### src/rtl/bla_params.svh
`ifndef BLA_PARAMS_SVH
`define BLA_PARAMS_SVH

// Register byte offsets
`define BLA_OFS_LOCK      8'h22
`define BLA_OFS_STAT      8'h26

// Lock register layout
`define BLA_LOCK_BIT      0
`define BLA_LOCK_RSV      15'h7fff

// Address and trigger status layout
`define BLA_TRIG_LSB      8
`define BLA_ADDR_LSB      0

// Byte lane of the lock flag
`define BLA_LANE_LOW      0

// Read data for an unmapped offset
`define BLA_UNMAPPED_RD   16'h0000

// Reset values
`define BLA_RDATA_RST     16'h0000
`define BLA_ACK_RST       1'h0

// Narrowest address that still reaches both offsets
`define BLA_MIN_ADDR_W    6

`endif

### src/rtl/bla_pkg.sv
package bla_pkg;

	// Lock channel states, Gray along idle -> arbitrate -> owned
	typedef enum logic [1:0]
	{
		BLA_IDLE  = 2'h0,
		BLA_ARB   = 2'h1,
		BLA_OWNED = 2'h3
	} bla_lock_st_t;

	typedef logic [15:0] bla_word_t;
	typedef logic [1:0]  bla_be_t;

endpackage

### src/rtl/bla_lock_if.sv
`timescale 1ns/1ps

interface bla_lock_if;
	logic set_req;
	logic clr_req;
	logic locked;

	modport ctl
	(
		output set_req,
		output clr_req,
		input  locked
	);

	modport chan
	(
		input  set_req,
		input  clr_req,
		output locked
	);
endinterface

### src/rtl/bla_lock_chan.sv
`timescale 1ns/1ps

module bla_lock_chan
(
	// Clock and resets
	input  wire logic mclk,
	input  wire logic srst,
	input  wire logic soft_rst,
	// Requests from the register side
	bla_lock_if.chan  lk,
	// Arbitration for the opposite bus
	output      logic bus_req,
	input  wire logic bus_gnt,
	output      logic bus_hold
);

	bla_pkg::bla_lock_st_t st_q;

	always_ff @(posedge mclk)
	begin
		if (srst || soft_rst)
		begin
			st_q <= bla_pkg::BLA_IDLE;
		end
		else
		begin
			unique case (st_q)
				bla_pkg::BLA_IDLE:
				begin
					if (lk.set_req)
					begin
						st_q <= bla_pkg::BLA_ARB;
					end
				end
				bla_pkg::BLA_ARB:
				begin
					// Abandon a pending lock as well as a won one
					if (lk.clr_req)
					begin
						st_q <= bla_pkg::BLA_IDLE;
					end
					else if (bus_gnt)
					begin
						st_q <= bla_pkg::BLA_OWNED;
					end
				end
				bla_pkg::BLA_OWNED:
				begin
					if (lk.clr_req)
					begin
						st_q <= bla_pkg::BLA_IDLE;
					end
				end
				default:
				begin
					st_q <= bla_pkg::BLA_IDLE;
				end
			endcase
		end
	end

	assign bus_req   = (st_q != bla_pkg::BLA_IDLE);
	assign bus_hold  = (st_q == bla_pkg::BLA_OWNED);
	assign lk.locked = (st_q == bla_pkg::BLA_OWNED);

endmodule

### src/rtl/bla_bus_lock.sv
// Summary of operation
// - The fifteen reserved upper bits of the lock register read back as ones.
// - A backplane-side write of one to the lock flag starts arbitration for the cable bus.
// - Once the cable bus is won under that lock it is held until cleared or reset.
// - A cable-side write of one to the lock flag acquires and holds the backplane bus.
// - Each side reads the lock state of the opposite bus, one meaning locked.
// - The lock flag reads zero after a write of one until the target bus is won.
// - Writing zero to the lock flag releases the bus locked through that side.
// - Hard and soft resets clear the lock flag and release any held bus.
// - The lock register takes 16-bit and single-byte reads and writes.
// - The upper byte of the status register shows the live TTL trigger lines.
// - The lower byte of the status register shows the own logical address.
// - The status register is read-only and takes 16-bit and single-byte reads.
`timescale 1ns/1ps
`include "bla_params.svh"

module bla_bus_lock
#(
	parameter int ADDR_W = 8
)
(
	// Clock and resets
	input  wire logic                   mclk,
	input  wire logic                   srst,
	input  wire logic                   soft_rst,
	// Register ports, index 0 backplane side, index 1 cable side
	input  wire logic [1:0][ADDR_W-1:0] reg_addr,
	input  wire logic [1:0]             reg_rd,
	input  wire logic [1:0]             reg_wr,
	input  wire logic [1:0][1:0]        reg_be,
	input  wire logic [1:0][15:0]       reg_wdata,
	output      logic [1:0][15:0]       reg_rdata,
	output      logic [1:0]             reg_ack,
	// Arbitration for the bus opposite each side
	output      logic [1:0]             lock_req,
	input  wire logic [1:0]             lock_gnt,
	output      logic [1:0]             lock_hold,
	// Live status inputs
	input  wire logic [7:0]             ttl_line_state,
	input  wire logic [7:0]             own_logical_address
);

	generate
		if (ADDR_W < `BLA_MIN_ADDR_W)
		begin : g_bad_addr
			$error("bla_bus_lock: ADDR_W too narrow for the register offsets");
		end
	endgenerate

	localparam logic [ADDR_W-1:0] OFS_LOCK = ADDR_W'(`BLA_OFS_LOCK);
	localparam logic [ADDR_W-1:0] OFS_STAT = ADDR_W'(`BLA_OFS_STAT);

	// Status word shared by both sides
	bla_pkg::bla_word_t stat_word;

	always_comb
	begin
		stat_word = `BLA_UNMAPPED_RD;
		stat_word[`BLA_TRIG_LSB +: 8] = ttl_line_state;
		stat_word[`BLA_ADDR_LSB +: 8] = own_logical_address;
	end

	genvar s;
	generate
		for (s = 0; s < 2; s++)
		begin : g_side
			bla_lock_if lk ();

			logic               hit_lock;
			logic               hit_stat;
			logic               wr_flag;
			bla_pkg::bla_word_t lock_word;
			bla_pkg::bla_word_t rd_word;
			bla_pkg::bla_word_t rdata_q;
			logic               ack_q;

			assign hit_lock = (reg_addr[s] == OFS_LOCK);
			assign hit_stat = (reg_addr[s] == OFS_STAT);

			// Flag lives in the low lane; an upper-byte write leaves it alone
			assign wr_flag = reg_wr[s] && hit_lock && reg_be[s][`BLA_LANE_LOW];

			// Reserved write bits are not looked at
			assign lk.set_req = wr_flag && reg_wdata[s][`BLA_LOCK_BIT];
			assign lk.clr_req = wr_flag && !reg_wdata[s][`BLA_LOCK_BIT];

			// Side s reads the lock it placed on the opposite bus
			assign lock_word = {`BLA_LOCK_RSV, lk.locked};

			always_comb
			begin
				rd_word = `BLA_UNMAPPED_RD;
				if (hit_lock)
				begin
					rd_word = lock_word;
				end
				else if (hit_stat)
				begin
					rd_word = stat_word;
				end
			end

			// Full word is returned; a byte reader takes its own lane
			always_ff @(posedge mclk)
			begin
				if (srst)
				begin
					rdata_q <= `BLA_RDATA_RST;
				end
				else if (reg_rd[s])
				begin
					rdata_q <= rd_word;
				end
			end

			// Every access is answered, including writes to the status word
			always_ff @(posedge mclk)
			begin
				if (srst)
				begin
					ack_q <= `BLA_ACK_RST;
				end
				else
				begin
					ack_q <= reg_rd[s] || reg_wr[s];
				end
			end

			// One driver per side keeps the shared output vectors clean
			assign reg_rdata[s] = rdata_q;
			assign reg_ack[s]   = ack_q;

			bla_lock_chan u_chan
			(
				.mclk     (mclk),
				.srst     (srst),
				.soft_rst (soft_rst),
				.lk       (lk),
				.bus_req  (lock_req[s]),
				.bus_gnt  (lock_gnt[s]),
				.bus_hold (lock_hold[s])
			);
		end
	endgenerate

endmodule

### config.mk
export PLATFORM = sky130hd
export DESIGN_NAME = bla_bus_lock
export DESIGN_NICKNAME = d
export VERILOG_FILES = /design/src/rtl/bla_pkg.sv /design/src/rtl/bla_lock_if.sv /design/src/rtl/bla_lock_chan.sv /design/src/rtl/bla_bus_lock.sv
export VERILOG_INCLUDE_DIRS = /design/src /design/src/rtl
export SDC_FILE = /design/constraint.sdc
export NUM_CORES = 1
export LEC_CHECK = 0
export ABC_AREA = 1
export CAP_MARGIN = 20
export CORE_AREA = 3 3 54 76
export DETAILED_ROUTE_END_ITERATION = 12
export DIE_AREA = 0 0 57 79
export DONT_BUFFER_PORTS = 1
export PLACE_DENSITY = 0.68
export SYNTH_ARGS = -nofsm -noshare
export SYNTH_HDL_FRONTEND = slang
export SYNTH_SLANG_ARGS = --single-unit
### constraint.sdc
create_clock -name mclk -period 2.5 [get_ports mclk]
set_clock_uncertainty 0.1 [all_clocks]
set_input_delay 0.125 -clock mclk [delete_from_list [all_inputs] [get_ports mclk]]
set_output_delay 0.125 -clock mclk [all_outputs]
set_load 0.05 [all_outputs]
==> results of run 1 <==
## layer usage
layer / vias up / part of all wire, % / global-route usage, %
li1: 805 / - / -
met1: 735 / 38 / 22.8
met2: 58 / 54 / 39.9
met3: 5 / 7.3 / 7.15
met4: 0 / 1.1 / 6.03
met5: - / 0 / 0
## per-stage QoR
step | worst slack [ns] | std cells | hold slack, ns
6_report | 0.742 | 303 | 0.0190
5_1_grt | 0.625 | 303 | 0.0473
4_1_cts | 0.811 | 303 | 0.0162
3_5_place_dp | 1.02 | 262 | 0.0999
3_3_place_gp | 0.993 | 262 | 0.0988
2_1_floorplan | 1.38 | 237 | 0.0974
## layout make-up
cell class | count | area, um^2 | area share (%)
clock buffers | 7 | 86.3 | 4.08
repair buffers | 35 | 345 | 16.3
flip-flops and latches | 38 | 761 | 36.0
clock inverters | 1 | 5.00 | 0.237
well taps | 40 | 50.0 | 2.37
inverters | 30 | 113 | 5.33
multi-input cells | 152 | 754 | 35.7
## sequential cells by signal, indices dropped and copies added (netlist names)
| name | count |
|---|---|
| g_side.rdata_q | 32 |
| g_side.ack_q | 2 |
| g_side.u_chan.st_q | 4 |
## kinds of logic (layout without fill, tap and decap cells)
kind of cell | Yosys count | count (layout) | synth area share (%)
compound gates | 65 | 65 | 21.6
buf+inv | 47 | 73 | 12.4
flops | 38 | 38 | 44.0
simple gates | 87 | 87 | 22.1
## power groups by stage
stage          clock network (W)  registers (W)   logic, W
2_1_floorplan                  0       0.000745  0.0000784
3_3_place_gp                   0       0.000760  0.0000697
3_5_place_dp                   0       0.000760  0.0000712
4_1_cts                 0.000444       0.000746   0.000125
5_1_grt                 0.000463       0.000748   0.000142
6_report                0.000436       0.000745   0.000126
## cells in the final DEF (no fill, tap or decap), types with 2 or more instances in the layout
master	netlist	layout
dlygate4sd3_1	0	33
a21oi_1	21	21
o21ai_0	30	30
nand4_1	4	4
clkbuf_8	0	6
o211ai_1	4	4
nand2_2	2	2
nor3_1	2	2
nand2_1	51	51
nand3_1	4	4
inv_1	28	28
dfxtp_1	38	38
nor2_1	19	19
a21oi_2	10	10
buf_4	7	2
## worst paths after layout
kind / slack [ns] / start / endpoint / cells past startpoint
max: 0.74 / reg_addr[4] / g_side[0].rdata_q[11] / 6
min: 0.02 / reg_wdata[0] / g_side[0].u_chan.st_q[0] / 4
max reg2reg: 0.76 / g_side[0].rdata_q[11] / g_side[0].rdata_q[11] / 3
min reg2reg: 0.43 / g_side[1].u_chan.st_q[0] / g_side[1].u_chan.st_q[1] / 2
## worst max-delay path: stages
cell and delay, ns:
clkinv_1 0.03, nand2_2 0.06, nor4_4 0.78, nand2_1 0.16
a21oi_2 0.16, dlygate4sd3_1 0.57
## timing repair
item | in CTS | in global routing
hold endpoints to repair | 38 | 0
endpoints found under the setup margin | 0 | 0
resized for setup | 0 | 0
hold buffers | 33 | 0
==> out/results.md, run 1 <==
| Result | This run |
| --- | --- |
| Outcome | complete, no violations |
| Time the final worst path needs with I/O delays and setup | 1.76 ns |
| CTS Buffer Depth | 2 |
| Share of total power in combinational logic | 9.6% |
| CTS clk-pin slew, worst paths | 0.07 ns |
| Deepest level of the CTS H-tree | 2 |
| Number of antenna violations at the first check in global routing | 0 |
| Class of the worst hold path | input pin to flop |
| Post-synth EDFFs | 0 |
| Tightest slew margin relative to the limit | 42.1% |
| Synth-to-Final Area Change | 22.3% |
| Fraction of final layout cells with drive strength greater than 1 | 9.89% |
| Portion of the post-synthesis area used by sequential elements | 44.0% |
| Effective utilization at floorplan | 50.3% |
| GRT overflow | 0 |
| Via count of the first global-routing pass | 1625 |
| Share of async-settable or async-resettable flops after synthesis | 0% |
| Clock sinks | 38 |
| Most area-hungry cell type in the Yosys netlist | dfxtp_1 |
| Maximum fanout count along the critical path | 16 |
| Peak clock frequency supported by timing | 569 MHz |
| Filler cell count in the final layout | 333 |
| Number of DRC markers after the initial detailed-route iteration | 59 |
| # setup viols final | 0 |
| Primary FF master, synth | dfxtp_1 |
| Number of nets in the layout | 339 |
| Clk Tree Root Cell | clkbuf_8 |
| Critical path type | input pin to flop |
| Arrival time worst endpoint | 1.89 ns |
| Pins over their slew limit | 0 |
| Clock latency of the later-clocked register in the worst-skew pair | 0.29 ns |
| Largest net degree at the start of global routing | 32 |
| Mapped cell area | 0.00173 mm^2 |
| Post-route total power | 0.00131 W |
| Synth area leaders | dfxtp_1 (44%), nand2_1 (11%), o21ai_0 (8.7%), a21oi_1 (6.1%), inv_1 (6.1%) |
| Worst supply voltage drop on vdd | 0.585 mV |
| Required time of the worst setup path | 2.63 ns |
| Gate count of the mapped netlist | 237 |
| Number of port buffers | 0 |
| # DRC | 0 |
| Leakage power summed over all cells | 0.879 nW |
| Critical Path Sink Type | flop |
| Die area | 0.00450 mm^2 |
| #FFs+latches synth | 38 |
| DR WL/cell | 15.7 um |
| Cell Pwr Density | 618 mW/mm^2 |
| Post-Place Cell Area | 0.00169 mm^2 |
| Placement Rows | 25 |
| Number of antenna cells inserted | 0 |
| Mean Syn Cell Area | 7.30 um^2 |
| Final hold violations | 0 |
| Global-route wire length before repair | 7580 um |
| Most frequent cell after synthesis | nand2_1 |
| Synthesized net count | 314 |
| Routability Congestion | 0.749 |
| Floorplan Core Area | 0.00344 mm^2 |
| Sum of net half-perimeters after detailed placement | 3120 um |
| RSZ-0062 raised after global routing | false |
| Internal power | 0.000915 W |
| Number of maximum-capacitance violations | 0 |
| I/O pin count | 115 |
| Category of the worst setup path launch point | input pin |
| Period Utilization, post-route | 70.3% |
| Most instantiated cells after synthesis | nand2_1 (51), dfxtp_1 (38), o21ai_0 (30) |
| Routed vias/inst | 5.29 |
| Chip Height | 79 um |
| CTS tree | built |
| Horiz. Die Dim | 57 um |
| Post-route standard cell area excluding fillers | 0.00211 mm^2 |
| Number of distinct standard cells referenced by the synthesized netlist | 23 |
| Sum of negative setup slack | 0 ns |
| First-pass DRT Iterations | 4 |
| Reg power frac | 57.0% |
| Share of total power consumed by net switching | 30.0% |
| Share of the core filled with cells | 61.5% |
| Proportion of netlist area held by the largest area contributor | 44.0% |
| Slew at the pin closest to its max-slew limit | 0.862 ns |
| Remaining number of nets flagged by the antenna check after routing | 0 |
| Cts bufs inserted | 5 |
| Yosys warns | 0 |
| Routed wire length | 4760 um |
| Post-CTS Repair Setup Buffers | 0 |
| Via count | 1603 |
| Clk network pwr share | 33.4% |
| GR Util All Layers | 21.6% |
| NetSw | 0.000391 W |
Note: power is estimated with default switching activity, not from simulation.
==> inputs of run 2 (changes only) <==
==> constraint.sdc (replaced) <==
create_clock -name mclk -period 1.8 [get_ports mclk]
set_clock_uncertainty 0.1 [all_clocks]
set_input_delay 0.09 -clock mclk [delete_from_list [all_inputs] [get_ports mclk]]
set_output_delay 0.09 -clock mclk [all_outputs]
set_load 0.05 [all_outputs]
==> out/results.md, run 2 (synthesis gave the netlist of run 1 again) <==
| Result | This run | Change |
| --- | --- | --- |
| Outcome | complete, no violations |  |
| Commonest non-fill, non-tap cells in the layout | nand2_1 (51), dfxtp_1 (38), buf_4 (38), dlygate4sd3_1 (35), o21ai_0 (30) |  |
| Critical Path Sink Type | flop |  |
| Clk Tree Root Cell | clkbuf_8 |  |
| RSZ-0062 raised after global routing | false |  |
| Multi-input gate area | 759 um^2 | +0.66% |
| Horiz. Die Dim | 57 um | unchanged |
| Via count | 1804 | +13% |
| Peak clock frequency supported by timing | 604 MHz |  |
| Met3 wire length | 375 um | +8.4% |
| Filler cell count in the final layout | 265 | -20% |
| Post-route standard cell area excluding fillers | 0.00246 mm^2 | +16% |
| Synth-to-Final Area Change | 42.3% |  |
| Slew at the pin closest to its max-slew limit | 0.633 ns | -0.229 ns |
| Clock sinks | 38 | unchanged |
| CTS Buffer Depth | 2 | unchanged |
| # DRC | 0 | unchanged |
| Final hold violations | 0 | unchanged |
| Number of antenna cells inserted | 0 | unchanged |
| Sequential cell area | 761 um^2 | unchanged |
| GRT overflow | 0 | unchanged |
| Number of antenna violations at the first check in global routing | 0 | unchanged |
| Topmost layer with routed signal wires | met4 |  |
| Largest register by flop count | g_side.rdata_q |  |
| Met1 routed wirelength after detailed routing | 1870 um | +3.2% |
| Floorplan Core Area | 0.00344 mm^2 | unchanged |
| Largest net degree at the start of global routing | 32 | unchanged |
| Number of maximum-capacitance violations | 0 | unchanged |
| Worst supply voltage drop on vdd | 0.731 mV | +25% |
| Arrival time worst endpoint | 1.79 ns | -0.10 ns |
| First-pass DRT Iterations | 4 | unchanged |
| Sum of net half-perimeters after detailed placement | 3240 um | +3.9% |
| Pins over their slew limit | 0 | unchanged |
| Number of nets in the layout | 377 | +11% |
| DR WL/cell | 15.2 um | -2.9% |
| Leakage power summed over all cells | 1.09 nW | +24% |
| CTS tree | built |  |
| Cts bufs inserted | 5 | unchanged |
| Effective utilization at floorplan | 50.3% | unchanged |
| Global-route wire length before repair | 8220 um | +8.4% |
| Post-CTS Repair Setup Buffers | 0 | unchanged |
| Clock latency of the later-clocked register in the worst-skew pair | 0.29 ns | about the same |
| Routed vias/inst | 5.29 | about the same |
| Die area | 0.00450 mm^2 | unchanged |
| Routability Congestion | 0.805 | +7.4% |
| Class of the worst hold path | input pin to flop |  |
| Met2 wire length | 2880 um | +13% |
| Critical path type | flop to flop |  |
| Cell Pwr Density | 879 mW/mm^2 | +42% |
| Via count of the first global-routing pass | 1789 | +10% |
| Remaining number of nets flagged by the antenna check after routing | 0 | unchanged |
| Maximum fanout count along the critical path | 4 | -12 |
| Period Utilization, post-route | 92.0% |  |
| Number of DRC markers after the initial detailed-route iteration | 44 | -25% |
| Chip Height | 79 um | unchanged |
| Sum of negative setup slack | 0 ns | unchanged |
| Most common library cell in the layout ignoring fill and taps | nand2_1 |  |
| GR Util All Layers | 23.5% | +1.9 points |
| Number of port buffers | 0 | unchanged |
| Fraction of final layout cells with drive strength greater than 1 | 21.3% | +11 points |
| Number of flip-flops under the largest register name | 32 | unchanged |
| Required time of the worst setup path | 1.93 ns | -0.70 ns |
| Largest registers | g_side.rdata_q (32), g_side.u_chan.st_q (4), g_side.ack_q (2) |  |
| Post-Place Cell Area | 0.00196 mm^2 | +16% |
| Tightest slew margin relative to the limit | 57.8% | +16 points |
| Time the final worst path needs with I/O delays and setup | 1.66 ns |  |
| # setup viols final | 0 | unchanged |
| I/O pin count | 115 | unchanged |
| CTS clk-pin slew, worst paths | 0.07 ns | about the same |
| Deepest level of the CTS H-tree | 2 | unchanged |
| Placement Rows | 25 | unchanged |
| Post-route total power | 0.00216 W | +66% |
| Routed wire length | 5200 um | +9.3% |
| Category of the worst setup path launch point | flop |  |
## run 2: final timing paths
check,from,endpoint,slack [ns],cells after the start
min,reg_addr[5],g_side[0].rdata_q[5],0.01,4
min reg2reg,g_side[1].rdata_q[0],g_side[1].rdata_q[0],0.41,2
max reg2reg,g_side[0].u_chan.st_q[0],g_side[0].u_chan.st_q[0],0.14,5
max,g_side[0].u_chan.st_q[0],g_side[0].u_chan.st_q[0],0.14,5
## run 2: cell type report
type,instances,share of cell area (%)
clock buffers,6,3.36
clock inverters,2,2.44
inverters,30,4.58
multi-input cells,152,30.9
flip-flops and latches,38,30.9
well taps,40,2.03
repair buffers,73,25.8
## run 2: where the power goes
group,internal (W),switching [W],total (W)
Sequential,0.000878,0.0000219,0.000900
Combinational,0.000126,0.000238,0.000365
Clock,0.000591,0.000308,0.000899
Total,0.00160,0.000568,0.00216
## run 2: layer usage
| metal | GRT usage [%] | vias to the layer above |
|---|---|---|
| met5 | 0 | - |
| met4 | 6.50 | 0 |
| met3 | 6.50 | 8 |
| met2 | 45.5 | 73 |
| met1 | 23.7 | 838 |
| li1 | - | 885 |
## run 2: critical path: stages (launching register included)
cell and delay [ns]:
dfxtp_1 0.34, or2_4 0.34, nand4_1 0.11, nand2_1 0.05, dlygate4sd3_1 0.57, nor2_1 0.08
## run 2: what timing repair did
action	4_1_cts	5_1_grt
gates resized for setup	0	2
hold buffers	35	0
endpoints found under the hold margin	38	0
endpoints found under the setup margin	0	3
## run 2: per-stage QoR
step	setup slack, ns	hold slack, ns	util, %	instances
2_1_floorplan	0.711	0.0624	-	237
3_3_place_gp	0.369	0.0636	57.1	298
6_report	0.144	0.0137	71.5	341
3_5_place_dp	0.317	0.0656	57.1	298
5_1_grt	0.0860	0.0372	71.5	341
4_1_cts	0.0437	0.0124	71.4	341
==> inputs of run 3 (changes only) <==
--- a/config.mk
+++ b/config.mk
@@ -12,6 +12,7 @@
 export DETAILED_ROUTE_END_ITERATION = 12
 export DIE_AREA = 0 0 57 79
 export DONT_BUFFER_PORTS = 1
+export HOLD_SLACK_MARGIN = 0.08
 export PLACE_DENSITY = 0.68
 export SYNTH_ARGS = -nofsm -noshare
 export SYNTH_HDL_FRONTEND = slang
==> out/results.md, run 3 (synthesis gave the netlist of run 1 again) <==
| Result | This run | Change |
| --- | --- | --- |
| Worst path buffer plus inverter count | 3 | +2 |
| Deepest level of the CTS H-tree | 2 | unchanged |
| I/O pin count | 115 | unchanged |
| Outcome | complete, no violations |  |
| Final hold violations | 0 | unchanged |
| Clock latency of the later-clocked register in the worst-skew pair | 0.29 ns | about the same |
| Path length in cells of the critical path | 8 | +3 |
| Clk Tree Root Cell | clkbuf_8 |  |
| Maximum fanout count along the critical path | 4 | unchanged |
| Critical path type | input pin to flop |  |
| GR Util All Layers | 24.2% | +0.70 points |
| Category of the worst setup path launch point | input pin |  |
| Post-route standard cell area excluding fillers | 0.00249 mm^2 | +1.2% |
| # setup viols final | 0 | unchanged |
| Largest net degree at the start of global routing | 32 | unchanged |
| Endpoint of the worst-slack reg-to-reg timing path | g_side[0].u_chan.st_q[0] |  |
| Post-CTS Repair Setup Buffers | 0 | unchanged |
| Number of nets in the layout | 380 | +0.80% |
| Largest register by flop count | g_side.rdata_q |  |
| Remaining number of nets flagged by the antenna check after routing | 0 | unchanged |
| GRT overflow | 0 | unchanged |
| Clock sinks | 38 | unchanged |
| Die area | 0.00450 mm^2 | unchanged |
| Share of the core filled with cells | 72.4% | +0.87 points |
| Hold Path Stages | 3 | -1 |
| Critical Path Sink Type | flop |  |
| RSZ-0062 raised after global routing | false |  |
| Routed wire length | 5330 um | +2.4% |
| Commonest non-fill, non-tap cells in the layout | nand2_1 (51), dfxtp_1 (38), dlygate4sd3_1 (38), buf_4 (38), o21ai_0 (30) |  |
| CTS Buffer Depth | 2 | unchanged |
| Post-Place Cell Area | 0.00196 mm^2 | unchanged |
| Arrival time worst endpoint | 1.74 ns | -0.05 ns |
| Sum of negative setup slack | 0 ns | unchanged |
| Slowest stage cell, crit path | dlygate4sd3_1 |  |
| Routability Congestion | 0.805 | unchanged |
| Number of DRC markers after the initial detailed-route iteration | 40 | -9.1% |
| Required time of the worst setup path | 1.89 ns | -0.04 ns |
| First-pass DRT Iterations | 4 | unchanged |
| End point of the worst hold path | g_side[1].rdata_q[14] |  |
| Number of antenna violations at the first check in global routing | 0 | unchanged |
| Number of port buffers | 0 | unchanged |
| Routed vias/inst | 5.26 | -0.54% |
| Floorplan Core Area | 0.00344 mm^2 | unchanged |
| Number of maximum-capacitance violations | 0 | unchanged |
| Cts bufs inserted | 5 | unchanged |
| # DRC | 0 | unchanged |
| Time the final worst path needs with I/O delays and setup | 1.66 ns | +0.00136 ns |
| Minimum setup slack among reg-to-reg paths | 0.15 ns | about the same |
| Period Utilization, post-route | 92.1% | about the same |
| Slew at the pin closest to its max-slew limit | 0.621 ns | -0.0115 ns |
| Pins over their slew limit | 0 | unchanged |
| Via count of the first global-routing pass | 1866 | +4.3% |
| Startpoint of the worst hold path | reg_rd[1] |  |
| Horiz. Die Dim | 57 um | unchanged |
| RR Startpoint | g_side[0].u_chan.st_q[0] |  |
| Largest registers | g_side.rdata_q (32), g_side.u_chan.st_q (4), g_side.ack_q (2) |  |
| CTS tree | built |  |
| Cell Pwr Density | 867 mW/mm^2 | -1.3% |
| Leakage power summed over all cells | 1.10 nW | +0.89% |
| Count of cells along the worst register-to-register path | 5 | unchanged |
| Cell family with the largest share of critical-path delay | buffers and inverters |  |
| Number of antenna cells inserted | 0 | unchanged |
| Class of the worst hold path | input pin to flop |  |
| Synth-to-Final Area Change | 44.1% |  |
| Effective utilization at floorplan | 50.3% | unchanged |
| Peak clock frequency supported by timing | 603 MHz | about the same |
| Chip Height | 79 um | unchanged |
| Via count | 1810 | +0.33% |
| DR WL/cell | 15.5 um | +1.5% |
| Sum of net half-perimeters after detailed placement | 3240 um | unchanged |
| Maximum cell stage delay along the critical path | 0.56 ns | about the same |
| Cell-by-cell trace of the critical path | dlygate4sd3_1 > inv_1 > nand4_1 > nand3_1 > nand4_1 > nand2_1 > dlygate4sd3_1 > nor2_1 |  |
| Worst supply voltage drop on vdd | 0.728 mV | -0.40% |
| Global-route wire length before repair | 8470 um | +3.0% |
| Placement Rows | 25 | unchanged |
| Tightest slew margin relative to the limit | 58.5% | +0.77 points |
| Most common library cell in the layout ignoring fill and taps | nand2_1 |  |
| CTS clk-pin slew, worst paths | 0.07 ns | about the same |
| Number of flip-flops under the largest register name | 32 | unchanged |
| Fraction of final layout cells with drive strength greater than 1 | 21.1% | -0.21 points |
## run 3: cell types whose count changed in the layout (fill, tap and decap cells not counted)
| cell | delta |
|---|---|
| dlygate4sd3_1 | +3 |
## run 3: repair_timing
action,4_1_cts,5_1_grt
setup endpoints to repair,0,3
hold buffers,38,0
gates resized for setup,0,2
endpoints found under the hold margin,38,0
## run 3: stage by stage
stage	instances	setup slack (ns)	power [W]	hold slack [ns]
finish	344	0.142	0.00216	0.0481
global route	344	0.0860	0.00224	0.0808
CTS	344	0.0437	0.00218	0.0885
detailed placement	298	0.317	0.00121	0.0656
global placement	298	0.369	0.00120	0.0636
floorplan	237	0.711	0.00114	0.0624
## run 3: final cells by class
type,instances,area (um^2)
Fill cell,260,950
Sequential cell,38,761
Multi-Input combinational cell,152,759
Timing Repair Buffer,76,666
Inverter,30,113
Clock buffer,6,82.6
Clock inverter,2,60.1
Tap cell,40,50.0
## run 3: layer usage
metal / GRT usage (%) / part of all wire, % / vias to the layer above / wire length (um)
li1: - / - / 890 / -
met1: 23.7 / 35 / 847 / 1870
met2: 47.3 / 57 / 65 / 3040
met3: 6.83 / 6.6 / 8 / 349
met4: 7.42 / 1.3 / 0 / 67
met5: 0 / 0 / - / 0
## run 3: worst register-to-register path, stage by stage (launching register included)
cell	delay (ns)
dfxtp_1	0.34
or2_4	0.34
nand4_1	0.11
nand2_1	0.05
dlygate4sd3_1	0.57
nor2_1	0.08
## run 3: power breakdown
| part | internal (W) | switching (W) | total [W] |
|---|---|---|---|
| logic | 0.000126 | 0.000239 | 0.000365 |
| registers | 0.000878 | 0.0000220 | 0.000900 |
| clock network | 0.000591 | 0.000304 | 0.000895 |
## run 3: how the worst max path moves through the flow
stage	start	to	slack, ns
after floorplan	reg_addr[0]	g_side[0].rdata_q[10]	0.71
after global placement	reg_addr[8]	g_side[1].rdata_q[4]	0.37
after CTS	g_side[0].u_chan.st_q[0]	g_side[0].u_chan.st_q[0]	0.04
after detailed placement	reg_addr[12]	g_side[1].rdata_q[10]	0.32
after global routing	g_side[0].u_chan.st_q[0]	g_side[0].u_chan.st_q[0]	0.09
final	reg_wdata[0]	g_side[0].u_chan.st_q[0]	0.14
